$ cat src/twi_defines.svh
// Register offsets, field positions, reset values and widths for the
// two-wire master controller. Definitions only; included by bare name.
`ifndef TWI_DEFINES_SVH
`define TWI_DEFINES_SVH

// Byte offsets of the register words
`define OFS_MODE 8'h00
`define OFS_STATE 8'h04
`define OFS_DATA 8'h08
`define OFS_LOW 8'h0C
`define OFS_HIGH 8'h10
`define OFS_HOLD 8'h14
`define OFS_OWN 8'h18

// Mode register fields
`define MODE_EN 0
`define MODE_START 1
`define MODE_STOP 2
`define MODE_ACKNOWLEDGE_ENABLE 3
`define MODE_IRQ 4

// Reset values
`define RST_LOW 8'h40
`define RST_HIGH 8'h40
`define RST_HOLD 8'h20
`define RST_OWN 7'h00
`define RST_DATA 8'h00

// Timing widths
`define PERIOD_W 8
`define BITS_PER_BYTE 4'h8

`endif

$ cat src/twi_pkg.sv
// Types shared by the two-wire controller files.
// Assumes the constants header is included where numbers are needed.
package twi_pkg;

   // Controller sequencing
   typedef enum logic [4:0] {
      ST_IDLE, ST_START, ST_RS_LOW, ST_RS_RISE, ST_BIT_LOW, ST_BIT_RISE,
      ST_BIT_HIGH, ST_HOLD, ST_STOP_LOW, ST_STOP_RISE, ST_STOP_HIGH,
      ST_STOP_DONE, ST_LISTEN, ST_SL_FALL, ST_SL_ACK, ST_SL_ACK_HI, ST_SL_HOLD
   } st_t;

   // Captured AHB address phase
   typedef struct packed {
      logic valid;
      logic write;
      logic [7:0] addr;
   } ahb_req_t;

   // Status word, bit 0 upward: lost, mastership, byte done, stop, slave, ack, busy
   typedef struct packed {
      logic busy;
      logic rxack;
      logic slsel;
      logic stopev;
      logic bdone;
      logic mship;
      logic lost;
   } status_t;

   // One-cycle bus event pulses
   typedef struct packed {
      logic slsel;
      logic stopev;
      logic bdone;
      logic mship;
      logic lost;
   } ev_t;

   // Synchronised line levels
   typedef struct packed {
      logic scl;
      logic sda;
   } lines_t;

endpackage : twi_pkg

$ cat src/line_sync.sv
// Two-flop synchroniser, one pair per bit.
// Assumes inputs are asynchronous to sys_clk; only the second stage reads the first.
`timescale 1ns/1ns
module line_sync #(
   parameter int W = 2
) (
   // Clock and reset
   input wire logic sys_clk,
   input wire logic rst,
   // Lines
   input wire logic [W-1:0] async_in,
   output logic [W-1:0] sync_out
);

   genvar i;
   generate
      for (i = 0; i < W; i++)
      begin : g_bit
         logic meta_r;
         // First stage feeds only the second
         always_ff @(posedge sys_clk)
         begin
            if (rst)
            begin
               meta_r <= 1'b1;
               sync_out[i] <= 1'b1;
            end
            else
            begin
               meta_r <= async_in[i];
               sync_out[i] <= meta_r;
            end
         end
      end
   endgenerate

endmodule : line_sync

$ cat src/twi_master.sv
// Two-wire bus controller: master transmitter with arbitration, clock
// stretching and busy tracking, registers reached over AHB-Lite.
// Assumes external pull-ups; pins are open drain, driven low when *_oe is high.
`timescale 1ns/1ns
`include "twi_defines.svh"

module twi_master
   import twi_pkg::*;
#(
   parameter int CW = `PERIOD_W
) (
   // Clock and reset
   input wire logic sys_clk,
   input wire logic rst,
   // AHB-Lite slave
   input wire logic hsel,
   input wire logic [31:0] haddr,
   input wire logic [1:0] htrans,
   input wire logic hwrite,
   input wire logic [2:0] hsize,
   input wire logic [31:0] hwdata,
   input wire logic hready,
   output logic [31:0] hrdata,
   output logic hreadyout,
   output logic hresp,
   // Bus lines, open drain
   input wire logic scl_in,
   output logic scl_out,
   output logic scl_oe,
   input wire logic sda_in,
   output logic sda_out,
   output logic sda_oe,
   // Status
   output logic irq_flag,
   output logic bus_busy
);

   import twi_pkg::*;

   ahb_req_t req_r;
   lines_t lines_s;
   lines_t lines_q;
   st_t state_r;
   ev_t ev_r;
   status_t status;
   logic peripheral_enable;
   logic start_r;
   logic stop_r;
   logic acknowledge_enable;
   logic [7:0] shift_data_reg;
   logic [CW-1:0] clock_low_period_reg;
   logic [CW-1:0] clock_high_period_reg;
   logic [CW-1:0] data_hold_delay_reg;
   logic [6:0] own_slave_address_reg;
   logic [CW-1:0] cnt_r;
   logic [3:0] bit_idx_r;
   logic [7:0] tx_sh_r;
   logic [7:0] rx_sh_r;
   logic addr_ph_r;
   logic rxack_r;
   logic arbitration_lost;
   logic mastership_event;
   logic byte_done_event;
   logic stop_event;
   logic slave_sel;
   logic busy_r;
   logic wr_mode;
   logic wr_state;
   logic scl_fall;
   logic scl_rise;
   logic start_det;
   logic stop_det;
   logic take_start;
   logic take_stop;
   logic low_done;
   logic high_done;

   // Pins pass two flops before anything looks at them
   line_sync #(
      .W(2)
   ) u_sync (
      .sys_clk(sys_clk),
      .rst(rst),
      .async_in({scl_in, sda_in}),
      .sync_out(lines_s)
   );

   // Previous synchronised levels for edge finding
   always_ff @(posedge sys_clk)
   begin
      if (rst)
         lines_q <= '1;
      else
         lines_q <= lines_s;
   end

   // Edges and bus conditions
   assign scl_fall = lines_q.scl & ~lines_s.scl;
   assign scl_rise = ~lines_q.scl & lines_s.scl;
   assign start_det = lines_s.scl & lines_q.scl & lines_q.sda & ~lines_s.sda;
   assign stop_det = lines_s.scl & lines_q.scl & ~lines_q.sda & lines_s.sda;

   // Busy from START until STOP, repeated START changes nothing
   always_ff @(posedge sys_clk)
   begin
      if (rst || !peripheral_enable)
         busy_r <= 1'b0;
      else if (start_det)
         busy_r <= 1'b1;
      else if (stop_det)
         busy_r <= 1'b0;
   end

   // AHB address phase capture; always zero wait, always OKAY
   always_ff @(posedge sys_clk)
   begin
      if (rst)
      begin
         req_r <= '0;
         hreadyout <= 1'b0;
         hresp <= 1'b0;
      end
      else
      begin
         req_r.valid <= hsel & htrans[1] & hready;
         req_r.write <= hwrite;
         req_r.addr <= haddr[7:0];
         hreadyout <= 1'b1;
         hresp <= 1'b0;
      end
   end

   assign wr_mode = req_r.valid & req_r.write & (req_r.addr == `OFS_MODE);
   assign wr_state = req_r.valid & req_r.write & (req_r.addr == `OFS_STATE);

   // Read data registered at the address phase, unmapped reads give zero
   always_ff @(posedge sys_clk)
   begin
      if (rst)
         hrdata <= 32'h0000_0000;
      else if (hsel & htrans[1] & hready & ~hwrite)
      begin
         case (haddr[7:0])
            `OFS_MODE: hrdata <= {27'h0, irq_flag, acknowledge_enable, stop_r,
                                  start_r, peripheral_enable};
            `OFS_STATE: hrdata <= {25'h0, status};
            `OFS_DATA: hrdata <= {24'h0, shift_data_reg};
            `OFS_LOW: hrdata <= 32'(clock_low_period_reg);
            `OFS_HIGH: hrdata <= 32'(clock_high_period_reg);
            `OFS_HOLD: hrdata <= 32'(data_hold_delay_reg);
            `OFS_OWN: hrdata <= {25'h0, own_slave_address_reg};
            default: hrdata <= 32'h0000_0000;
         endcase
      end
   end

   // Start taken from idle on a free bus, or from a held stage
   assign take_start = start_r & ((state_r == ST_IDLE & ~busy_r) |
                                  (state_r == ST_HOLD & wr_state));
   assign take_stop = stop_r & ~start_r & (state_r == ST_HOLD) & wr_state;

   // Software registers; start and stop clear once acted on
   always_ff @(posedge sys_clk)
   begin
      if (rst)
      begin
         peripheral_enable <= 1'b0;
         start_r <= 1'b0;
         stop_r <= 1'b0;
         acknowledge_enable <= 1'b0;
         shift_data_reg <= `RST_DATA;
         clock_low_period_reg <= CW'(`RST_LOW);
         clock_high_period_reg <= CW'(`RST_HIGH);
         data_hold_delay_reg <= CW'(`RST_HOLD);
         own_slave_address_reg <= `RST_OWN;
      end
      else
      begin
         if (take_start)
            start_r <= 1'b0;
         if (take_stop)
            stop_r <= 1'b0;
         if (wr_mode)
         begin
            peripheral_enable <= hwdata[`MODE_EN];
            start_r <= hwdata[`MODE_START];
            stop_r <= hwdata[`MODE_STOP];
            acknowledge_enable <= hwdata[`MODE_ACKNOWLEDGE_ENABLE];
         end
         if (req_r.valid & req_r.write)
         begin
            case (req_r.addr)
               `OFS_DATA: shift_data_reg <= hwdata[7:0];
               `OFS_LOW: clock_low_period_reg <= hwdata[CW-1:0];
               `OFS_HIGH: clock_high_period_reg <= hwdata[CW-1:0];
               `OFS_HOLD: data_hold_delay_reg <= hwdata[CW-1:0];
               `OFS_OWN: own_slave_address_reg <= hwdata[6:0];
               default: ;
            endcase
         end
      end
   end

   // Phase ends; hold point must be passed before the low phase ends
   assign low_done = (cnt_r >= clock_low_period_reg) & (cnt_r > data_hold_delay_reg);
   assign high_done = cnt_r >= clock_high_period_reg;

   // Bus sequencer: line drives, bit counting, shifting and event pulses
   always_ff @(posedge sys_clk)
   begin
      if (rst || !peripheral_enable)
      begin
         state_r <= ST_IDLE;
         cnt_r <= '0;
         bit_idx_r <= 4'h0;
         tx_sh_r <= 8'h00;
         rx_sh_r <= 8'h00;
         addr_ph_r <= 1'b0;
         rxack_r <= 1'b1;
         scl_oe <= 1'b0;
         sda_oe <= 1'b0;
         ev_r <= '0;
      end
      else
      begin
         cnt_r <= cnt_r + 1'b1;
         ev_r <= '0;
         case (state_r)
            ST_IDLE:
            begin
               scl_oe <= 1'b0;
               sda_oe <= 1'b0;
               bit_idx_r <= 4'h0;
               if (take_start)
               begin
                  state_r <= ST_START;
                  sda_oe <= 1'b1;
                  tx_sh_r <= shift_data_reg;
                  addr_ph_r <= 1'b1;
                  cnt_r <= '0;
               end
            end
            ST_START:
               if (high_done)
               begin
                  state_r <= ST_BIT_LOW;
                  scl_oe <= 1'b1;
                  cnt_r <= '0;
               end
            ST_RS_LOW:
            begin
               if (cnt_r == data_hold_delay_reg)
                  sda_oe <= 1'b0;
               if (low_done)
               begin
                  scl_oe <= 1'b0;
                  state_r <= ST_RS_RISE;
               end
            end
            ST_RS_RISE:
               if (lines_s.scl)
               begin
                  state_r <= ST_START;
                  sda_oe <= 1'b1;
                  cnt_r <= '0;
               end
            ST_BIT_LOW:
            begin
               if (cnt_r == data_hold_delay_reg)
                  sda_oe <= (bit_idx_r == `BITS_PER_BYTE) ? 1'b0 : ~tx_sh_r[7];
               if (low_done)
               begin
                  scl_oe <= 1'b0;
                  state_r <= ST_BIT_RISE;
               end
            end
            ST_BIT_RISE:
               // Stretched clock: wait until SCL really rises
               if (lines_s.scl)
               begin
                  state_r <= ST_BIT_HIGH;
                  cnt_r <= '0;
                  rx_sh_r <= {rx_sh_r[6:0], lines_s.sda};
                  if (bit_idx_r == `BITS_PER_BYTE)
                     rxack_r <= lines_s.sda;
               end
            ST_BIT_HIGH:
            begin
               if (bit_idx_r != `BITS_PER_BYTE && !sda_oe && !lines_s.sda)
               begin
                  // Someone else drives low: stop driving at once
                  state_r <= addr_ph_r ? ST_LISTEN : ST_IDLE;
                  bit_idx_r <= bit_idx_r + 4'h1;
                  ev_r.lost <= 1'b1;
               end
               else if (high_done || scl_fall)
               begin
                  scl_oe <= 1'b1;
                  cnt_r <= '0;
                  tx_sh_r <= {tx_sh_r[6:0], 1'b0};
                  if (bit_idx_r == `BITS_PER_BYTE)
                  begin
                     state_r <= ST_HOLD;
                     bit_idx_r <= 4'h0;
                     ev_r.mship <= addr_ph_r;
                     ev_r.bdone <= ~addr_ph_r;
                  end
                  else
                  begin
                     bit_idx_r <= bit_idx_r + 4'h1;
                     state_r <= ST_BIT_LOW;
                  end
               end
            end
            ST_HOLD:
            begin
               cnt_r <= '0;
               if (wr_state)
               begin
                  if (take_start)
                  begin
                     state_r <= ST_RS_LOW;
                     tx_sh_r <= shift_data_reg;
                     addr_ph_r <= 1'b1;
                  end
                  else if (take_stop)
                     state_r <= ST_STOP_LOW;
                  else
                  begin
                     state_r <= ST_BIT_LOW;
                     tx_sh_r <= shift_data_reg;
                     addr_ph_r <= 1'b0;
                  end
               end
            end
            ST_STOP_LOW:
            begin
               if (cnt_r == data_hold_delay_reg)
                  sda_oe <= 1'b1;
               if (low_done)
               begin
                  scl_oe <= 1'b0;
                  state_r <= ST_STOP_RISE;
               end
            end
            ST_STOP_RISE:
               if (lines_s.scl)
               begin
                  state_r <= ST_STOP_HIGH;
                  cnt_r <= '0;
               end
            ST_STOP_HIGH:
               if (high_done)
               begin
                  sda_oe <= 1'b0;
                  state_r <= ST_STOP_DONE;
               end
            ST_STOP_DONE:
            begin
               // Flag once our own STOP is seen, so status no longer reads busy
               if (stop_det)
                  ev_r.stopev <= 1'b1;
               if (wr_state && stop_event)
                  state_r <= ST_IDLE;
            end
            ST_LISTEN:
            begin
               // Passive: collect the rest of the address byte
               if (stop_det)
                  state_r <= ST_IDLE;
               else if (bit_idx_r == `BITS_PER_BYTE)
               begin
                  bit_idx_r <= 4'h0;
                  if (acknowledge_enable && rx_sh_r[7:1] == own_slave_address_reg)
                     state_r <= ST_SL_FALL;
                  else
                     state_r <= ST_IDLE;
               end
               else if (scl_rise)
               begin
                  rx_sh_r <= {rx_sh_r[6:0], lines_s.sda};
                  bit_idx_r <= bit_idx_r + 4'h1;
               end
            end
            ST_SL_FALL:
               if (scl_fall)
               begin
                  state_r <= ST_SL_ACK;
                  cnt_r <= '0;
               end
            ST_SL_ACK:
            begin
               if (cnt_r >= data_hold_delay_reg)
                  sda_oe <= 1'b1;
               if (scl_rise)
                  state_r <= ST_SL_ACK_HI;
            end
            ST_SL_ACK_HI:
               if (scl_fall)
               begin
                  sda_oe <= 1'b0;
                  scl_oe <= 1'b1;
                  ev_r.slsel <= 1'b1;
                  state_r <= ST_SL_HOLD;
               end
            ST_SL_HOLD:
               if (wr_state)
                  state_r <= ST_IDLE;
            default:
               state_r <= ST_IDLE;
         endcase
      end
   end

   // Sticky status and flag; an event in the clearing cycle wins
   always_ff @(posedge sys_clk)
   begin
      if (rst)
      begin
         arbitration_lost <= 1'b0;
         mastership_event <= 1'b0;
         byte_done_event <= 1'b0;
         stop_event <= 1'b0;
         slave_sel <= 1'b0;
         irq_flag <= 1'b0;
      end
      else
      begin
         arbitration_lost <= ev_r.lost | (arbitration_lost & ~wr_state);
         mastership_event <= ev_r.mship | (mastership_event & ~wr_state);
         byte_done_event <= ev_r.bdone | (byte_done_event & ~wr_state);
         stop_event <= ev_r.stopev | (stop_event & ~wr_state);
         slave_sel <= ev_r.slsel | (slave_sel & ~wr_state);
         irq_flag <= (|ev_r) | (irq_flag & ~wr_state);
      end
   end

   assign status = '{busy: busy_r, rxack: rxack_r, slsel: slave_sel,
                     stopev: stop_event, bdone: byte_done_event,
                     mship: mastership_event, lost: arbitration_lost};

   // Open-drain data always low; busy mirrored as a registered output
   always_ff @(posedge sys_clk)
   begin
      if (rst)
      begin
         scl_out <= 1'b0;
         sda_out <= 1'b0;
         bus_busy <= 1'b0;
      end
      else
      begin
         scl_out <= 1'b0;
         sda_out <= 1'b0;
         bus_busy <= busy_r;
      end
   end

endmodule : twi_master

$ cat config.mk
export PLATFORM = sky130hd
export DESIGN_NAME = twi_master
export DESIGN_NICKNAME = d
export VERILOG_FILES = /design/src/twi_pkg.sv /design/src/line_sync.sv /design/src/twi_master.sv
export VERILOG_INCLUDE_DIRS = /design/src
export SDC_FILE = /design/constraint.sdc
export NUM_CORES = 1
export LEC_CHECK = 0
export BUFFER_PORTS_ARGS = -buffer_cell sky130_fd_sc_hd__buf_2
export CAP_MARGIN = 20
export CORE_MARGIN = 2
export CORE_UTILIZATION = 61
export DETAILED_ROUTE_END_ITERATION = 8
export PLACE_DENSITY = 0.84
export SYNTH_ARGS = -nofsm -noshare
export SYNTH_HDL_FRONTEND = slang
export SYNTH_SLANG_ARGS = --single-unit
$ cat constraint.sdc
create_clock -name sys_clk -period 4.3 [get_ports sys_clk]
set_clock_uncertainty 0.05 [all_clocks]
set_input_delay 0.86 -clock sys_clk [delete_from_list [all_inputs] [get_ports sys_clk]]
set_output_delay 0.86 -clock sys_clk [all_outputs]
set_load 0.005 [all_outputs]
==> results of run 1 <==
## kinds of logic (layout without fill, tap and decap cells)
kind of cell    Yosys count  in the layout  synth area share [%]
mux                      73             73                 11.53
compound gates          138            138                 14.58
xor+xnor                 14             14                 1.931
simple gates            272            272                 21.56
other cells               1             27               0.05906
fa+ha+maj                27             27                 5.320
flops                   118            118                 37.20
buf+inv                 101            108                 7.823
## report_power, final
group	switching [mW]	internal (mW)	total, mW	leakage [nW]
sequential	0.00641	1.10	1.11	0.954
clock	0.499	1.09	1.59	0.325
combinational	0.0559	0.0246	0.0804	1.63
## metrics by stage
| stage | util, % | power, mW | area (um^2) | setup slack (ns) | std cells |
|---|---|---|---|---|---|
| floorplan | - | 1.195 | 6447 | 1.812 | 770 |
| finish | 69.95 | 2.780 | 7157 | 1.336 | 913 |
| detailed placement | 63.17 | 1.208 | 6462 | 1.402 | 880 |
| CTS | 69.68 | 2.780 | 7129 | 1.390 | 912 |
| global route | 69.95 | 2.835 | 7157 | 1.213 | 913 |
| global placement | 63.17 | 1.206 | 6462 | 1.504 | 880 |
## cell type report
class	count	area share, %
timing repair buffer	41	3.322
sequential	118	33.01
inverter	35	1.836
clock inverter	7	2.273
tap	136	2.378
multi-input combinational	551	50.14
clock buffer	25	7.045
## worst max-delay path by stage
stage               startpoint          to  slack [ns]
floorplan             cnt_r[0]  tx_sh_r[1]        1.81
global placement      haddr[3]   hrdata[0]        1.50
detailed placement  state_r[1]  state_r[0]        1.40
CTS                 state_r[1]  state_r[0]        1.39
global route        state_r[3]    cnt_r[4]        1.21
finish              state_r[1]  state_r[0]        1.34
## layout by cell type, fill, tap and decap left out, types with 6 or more instances in the layout
cell type / Yosys / final
or2_2: 7 / 7
xnor2_1: 8 / 8
clkbuf_16: 0 / 16
o21ai_0: 15 / 15
nand2_1: 37 / 37
inv_1: 35 / 35
nand3_1: 35 / 35
buf_2: 7 / 36
o31ai_1: 9 / 9
conb_1: 1 / 27
nor2b_1: 19 / 19
xor2_1: 6 / 6
and3_1: 8 / 8
ha_1: 27 / 27
clkbuf_8: 0 / 7
nand2b_1: 8 / 8
mux2i_1: 72 / 72
a21oi_1: 48 / 48
nor2_1: 106 / 106
a22oi_1: 10 / 10
nor3_1: 16 / 16
a211oi_1: 8 / 8
dfxtp_1: 118 / 118
## routing by layer
| layer | GRT usage (%) | wire length (um) | up-vias |
|---|---|---|---|
| met5 | 0 | 0 | - |
| li1 | - | - | 2613 |
| met4 | 15.60 | 614 | 0 |
| met3 | 8.032 | 1406 | 52 |
| met1 | 39.38 | 6958 | 2685 |
| met2 | 50.83 | 8466 | 292 |
==> flow_summary_export.csv, run 1 <==
group,metric,value,unit
worst_setup_path,regToRegSetupSlack,1.34,ns
worst_setup_path,start_kind,"register",
worst_hold_path,min_to,"u_sync.sync_out[0]",
worst_setup_path,worst-path-buf-inv,0,
pwr,p_leak,2.909,nW
worst_hold_path,holdCritPathClass,"reg2reg",
timing,rsz0062_at_grt,"false",
final_layout,drive_gt1_share,11.84,%
grt,grt_max_degree,72,
final_layout,largest_register_ffs,10,
worst_setup_path,cp_cell_sequence,"nand2b_1, nor3_4, a32o_1, nand2_1, and3_1, and2_1, a211oi_1",
floorplanning,coreArea,10230,um^2
worst_hold_path,hold_path_depth,1,
pwr,power.density,388.4,nW/um^2
final_layout,n_fill_cell,771,
worst_setup_path,reg2reg_depth,7,
grt,grt_pass1_vias,5335,
worst_setup_path,path_depth,7,
clock_tree,cts.clk_slew.worst_paths,0.06,ns
worst_setup_path,arrival,3.34,ns
clock_tree,clk_latency,0.53,ns
clock_tree,cts_buffers,17,
route,drc,0,
clock_tree,cts_tree,"built",
timing,slew_viol_final,0,
synth,async_reset_ff_share,0,%
clock_tree,cts_buffer_depth,2,
job,maxCapViolations,0,
timing,worstMarginPinSlew,0.9663,ns
timing,hold_viol,0,
route,via_count,5642,
pwr,peakVddDrop,0.3561,mV
clock_tree,root_buffer,"clkbuf_8",
final_layout,n_antenna_cell,0,
synth,synth_edf_count,0,
route,drt-wirelength-per-cell,19.11,um
grt,track_usage,31.57,%
timing,final-setup-viol-count,0,
floorplanning,start_util,62.06,%
worst_setup_path,worstPathMaxFanout,26,
worst_setup_path,rr_startpoint,"state_r[1]",
synth,ys_seq_area_share,37.20,%
route,drtIter0Drc,625,
clock_tree,cts_resized,0,
worst_setup_path,cp.required,4.68,ns
run_status,status,"finished clean",
timing,max_slew_margin,34.88,%
route,dr.pass1.iters,5,
synth,synth_top_area_share,37.20,%
timing,period_needed,2.964,ns
floorplanning,rows,37,
floorplanning,die_w,106.0,um
grt,antenna_found_initial,0,
synth,ys_ff_latch,118,
clock_tree,cts.hold.buffers_added,0,
placement,routabilityCongestion,0.9496,
final_layout,seqCellArea,2362,um^2
worst_setup_path,slowest_stage,"dfxtp_1",
floorplanning,io_pins,116,
synth,synth_cell_types,70,
route,wirelength,17450,um
synth,synthTopCellsByArea,"dfxtp_1 (37%), mux2i_1 (11%), nor2_1 (6.3%)",
synth,yosysTopAreaCell,"dfxtp_1",
clock_tree,htree_levels,4,
placement,port-buffer-count,36,
synth,synth_area,6350,um^2
synth,syn_inst,744,
route,avgViaCountPerCell,6.180,
worst_hold_path,hp-start,"u_sync.g_bit[0].meta_r",
timing,whs,0.3505,ns
placement,hpwl,11930,um
final_layout,multi_input_area,3588,um^2
synth,syn_area_per_cell,8.535,um^2
final_layout,regMostFlops,"req_r",
worst_setup_path,critPathKind,"reg2reg",
synth,yosys_warnings,0,
final_layout,fin_nets,867,
synth,synth_most_common_cell,"dfxtp_1",
timing,fin_crit_sh,68.92,%
synth,ys.flop_type,"dfxtp_1",
floorplanning,floorplan.die_area,11240,um^2
synth,yosys-top-cells-count,"dfxtp_1 (118), nor2_1 (106), mux2i_1 (72)",
final_layout,synthToLayoutAreaGrowth,12.71,%
worst_setup_path,critPathCaptureType,"register",
timing,tns,0,ns
grt,grt_first_pass_wirelength,27270,um
timing,fmax,0.3374,GHz
clock_tree,cts_setup_buffers,0,
worst_setup_path,reg2reg_to,"state_r[0]",
floorplanning,fp.dieH,106.0,um
worst_setup_path,cpLargestDelayFamily,"simple AND/OR/NAND/NOR gates",
worst_setup_path,slowest_delay,0.94,ns
grt,overflow,0,
route,antenna_left,0,
clock_tree,cts.sinks,118,
Note: power is estimated with default switching activity, not from simulation.
==> run 2, diff against run 1 <==
- CORE_UTILIZATION: 61 -> 56
- PLACE_DENSITY: 0.84 -> 0.78
- clock period: 4.3 -> 2.8 ns (I/O delays scaled with it)
==> run 2 against run 1 <==
Sequential share of layout area decreased by 0.44 points. Via count fell by 1.8%. Critical path depth shrank 1.
==> flow_summary_export.csv, run 2 (synthesis gave the netlist of run 1 again) <==
group,metric,value,unit
run_status,status,"finished clean",
final_layout,regMostFlops,"req_r",
timing,whs,0.2786,ns
worst_setup_path,worstPathMaxFanout,19,
worst_setup_path,slowest_stage,"dfxtp_1",
worst_setup_path,arrival,2.91,ns
route,wirelength,16740,um
route,avgViaCountPerCell,5.908,
pwr,power.density,549.4,nW/um^2
clock_tree,cts_buffer_depth,2,
grt,overflow,0,
pwr,swShare,20.90,%
job,maxCapViolations,0,
placement,place_inst,907,
final_layout,final_cell_mix,"dfxtp_1 (118), nor2_1 (106), mux2i_1 (72)",
route,drc,0,
route,via_count,5542,
grt,grt_first_pass_wirelength,27330,um
final_layout,layout_commonest_cell,"dfxtp_1",
worst_hold_path,hold_path_depth,2,
floorplanning,io_pins,116,
floorplanning,die_w,110.5,um
worst_setup_path,reg2reg_depth,6,
clock_tree,cts_tree,"built",
timing,fin_crit_sh,94.66,%
placement,routabilityCongestion,0.9238,
pwr,internal_power,3.152,mW
floorplanning,fp.dieH,110.5,um
worst_setup_path,critPathKind,"reg2reg",
worst_setup_path,slowest_delay,0.72,ns
route,drtIter0Drc,418,
route,dr.pass1.iters,5,
worst_hold_path,holdCritPathClass,"in2reg",
clock_tree,cts_buffers,17,
pwr,pwr-share-clk,54.3,%
worst_setup_path,critPathCaptureType,"register",
worst_setup_path,start_kind,"register",
floorplanning,start_util,58.07,%
placement,hpwl,12330,um
worst_setup_path,cpLargestDelayFamily,"compound AO/OA/AOI/OAI gates",
worst_setup_path,cp.required,3.06,ns
pwr,p_sw,832.9,uW
placement,port-buffer-count,36,
timing,hold_viol,0,
pwr,p_leak,2.974,nW
final_layout,stdcell_count,938,
floorplanning,coreArea,10940,um^2
floorplanning,floorplan.die_area,12210,um^2
timing,tns,0,ns
timing,rsz0062_at_grt,"false",
route,antenna_left,0,
timing,final-setup-viol-count,0,
clock_tree,cts_setup_buffers,0,
final_layout,synthToLayoutAreaGrowth,14.25,%
pwr,share_seq_of_total_power,42.7,%
final_layout,fin_nets,889,
timing,max_slew_margin,51.68,%
clock_tree,htree_levels,4,
grt,antenna_found_initial,0,
clock_tree,clk_latency,0.41,ns
clock_tree,cts.clk_slew.worst_paths,0.05,ns
final_layout,n_antenna_cell,0,
worst_setup_path,cp_cell_sequence,"nand3b_1, o32ai_1, nor3_1, and3_1, and2_1, a211oi_1",
clock_tree,root_buffer,"clkbuf_16",
grt,grt_max_degree,71,
pwr,power_frac_comb,3.0,%
timing,fmax,0.3773,GHz
final_layout,largest_register_ffs,10,
clock_tree,cts.sinks,118,
route,drt-wirelength-per-cell,17.84,um
final_layout,drive_gt1_share,14.16,%
worst_setup_path,path_depth,6,
pwr,peakVddDrop,0.5697,mV
timing,period_needed,2.650,ns
timing,worstMarginPinSlew,0.7225,ns
worst_setup_path,worst-path-buf-inv,0,
floorplanning,rows,38,
grt,grt_pass1_vias,5293,
grt,track_usage,27.93,%
timing,slew_viol_final,0,
run 2: repair_timing:
action,4_1_cts,5_1_grt
gates resized for setup,0,2
setup endpoints to repair,0,9
hold buffers,0,0
run 2: layer usage:
metal  wire length (um)  share of wire, %  vias to the layer above  global-route usage [%]
li1                   -                 -                     2660                       -
met1               7584                45                     2617                   37.66
met2               7661                46                      232                   44.01
met3               1106               6.6                       33                   6.092
met4                384               2.3                        0                   10.33
met5                  0                 0                        -                       0
run 2: path summary, 6_finish.rpt:
path	start	endpoint	slack, ns
min	sda_in	u_sync.g_bit[0].meta_r	0.28
min reg2reg	u_sync.g_bit[0].meta_r	u_sync.sync_out[0]	0.36
max reg2reg	state_r[2]	state_r[0]	0.15
max	state_r[2]	state_r[0]	0.15
run 2: cell type report:
cell class / instances / area [um^2]
fillers: 900 / 3681
multi-input cells: 551 / 3607
flip-flops and latches: 118 / 2362
clock buffers: 24 / 501.7
repair buffers: 63 / 382.9
well taps: 140 / 175.2
inverters: 35 / 131.4
clock inverters: 7 / 93.84
run 2: power groups by stage:
stage               Sequential [mW]  Combinational (mW)  Clock (mW)
finish                         1.70               0.121        2.16
floorplan                      1.73               0.102           0
detailed placement             1.74               0.118           0
global placement               1.74               0.116           0
CTS                            1.70               0.119        2.18
global route                   1.70               0.132        2.27
run 2: per-stage QoR:
step	setup WS (ns)	util [%]	area, um^2	total power [mW]
floorplan	0.3119	-	6447	1.836
global placement	0.1902	60.72	6640	1.851
detailed placement	0.1232	60.72	6640	1.854
CTS	0.08589	66.17	7236	3.999
global route	0.08909	66.34	7254	4.100
finish	0.1496	66.34	7254	3.985
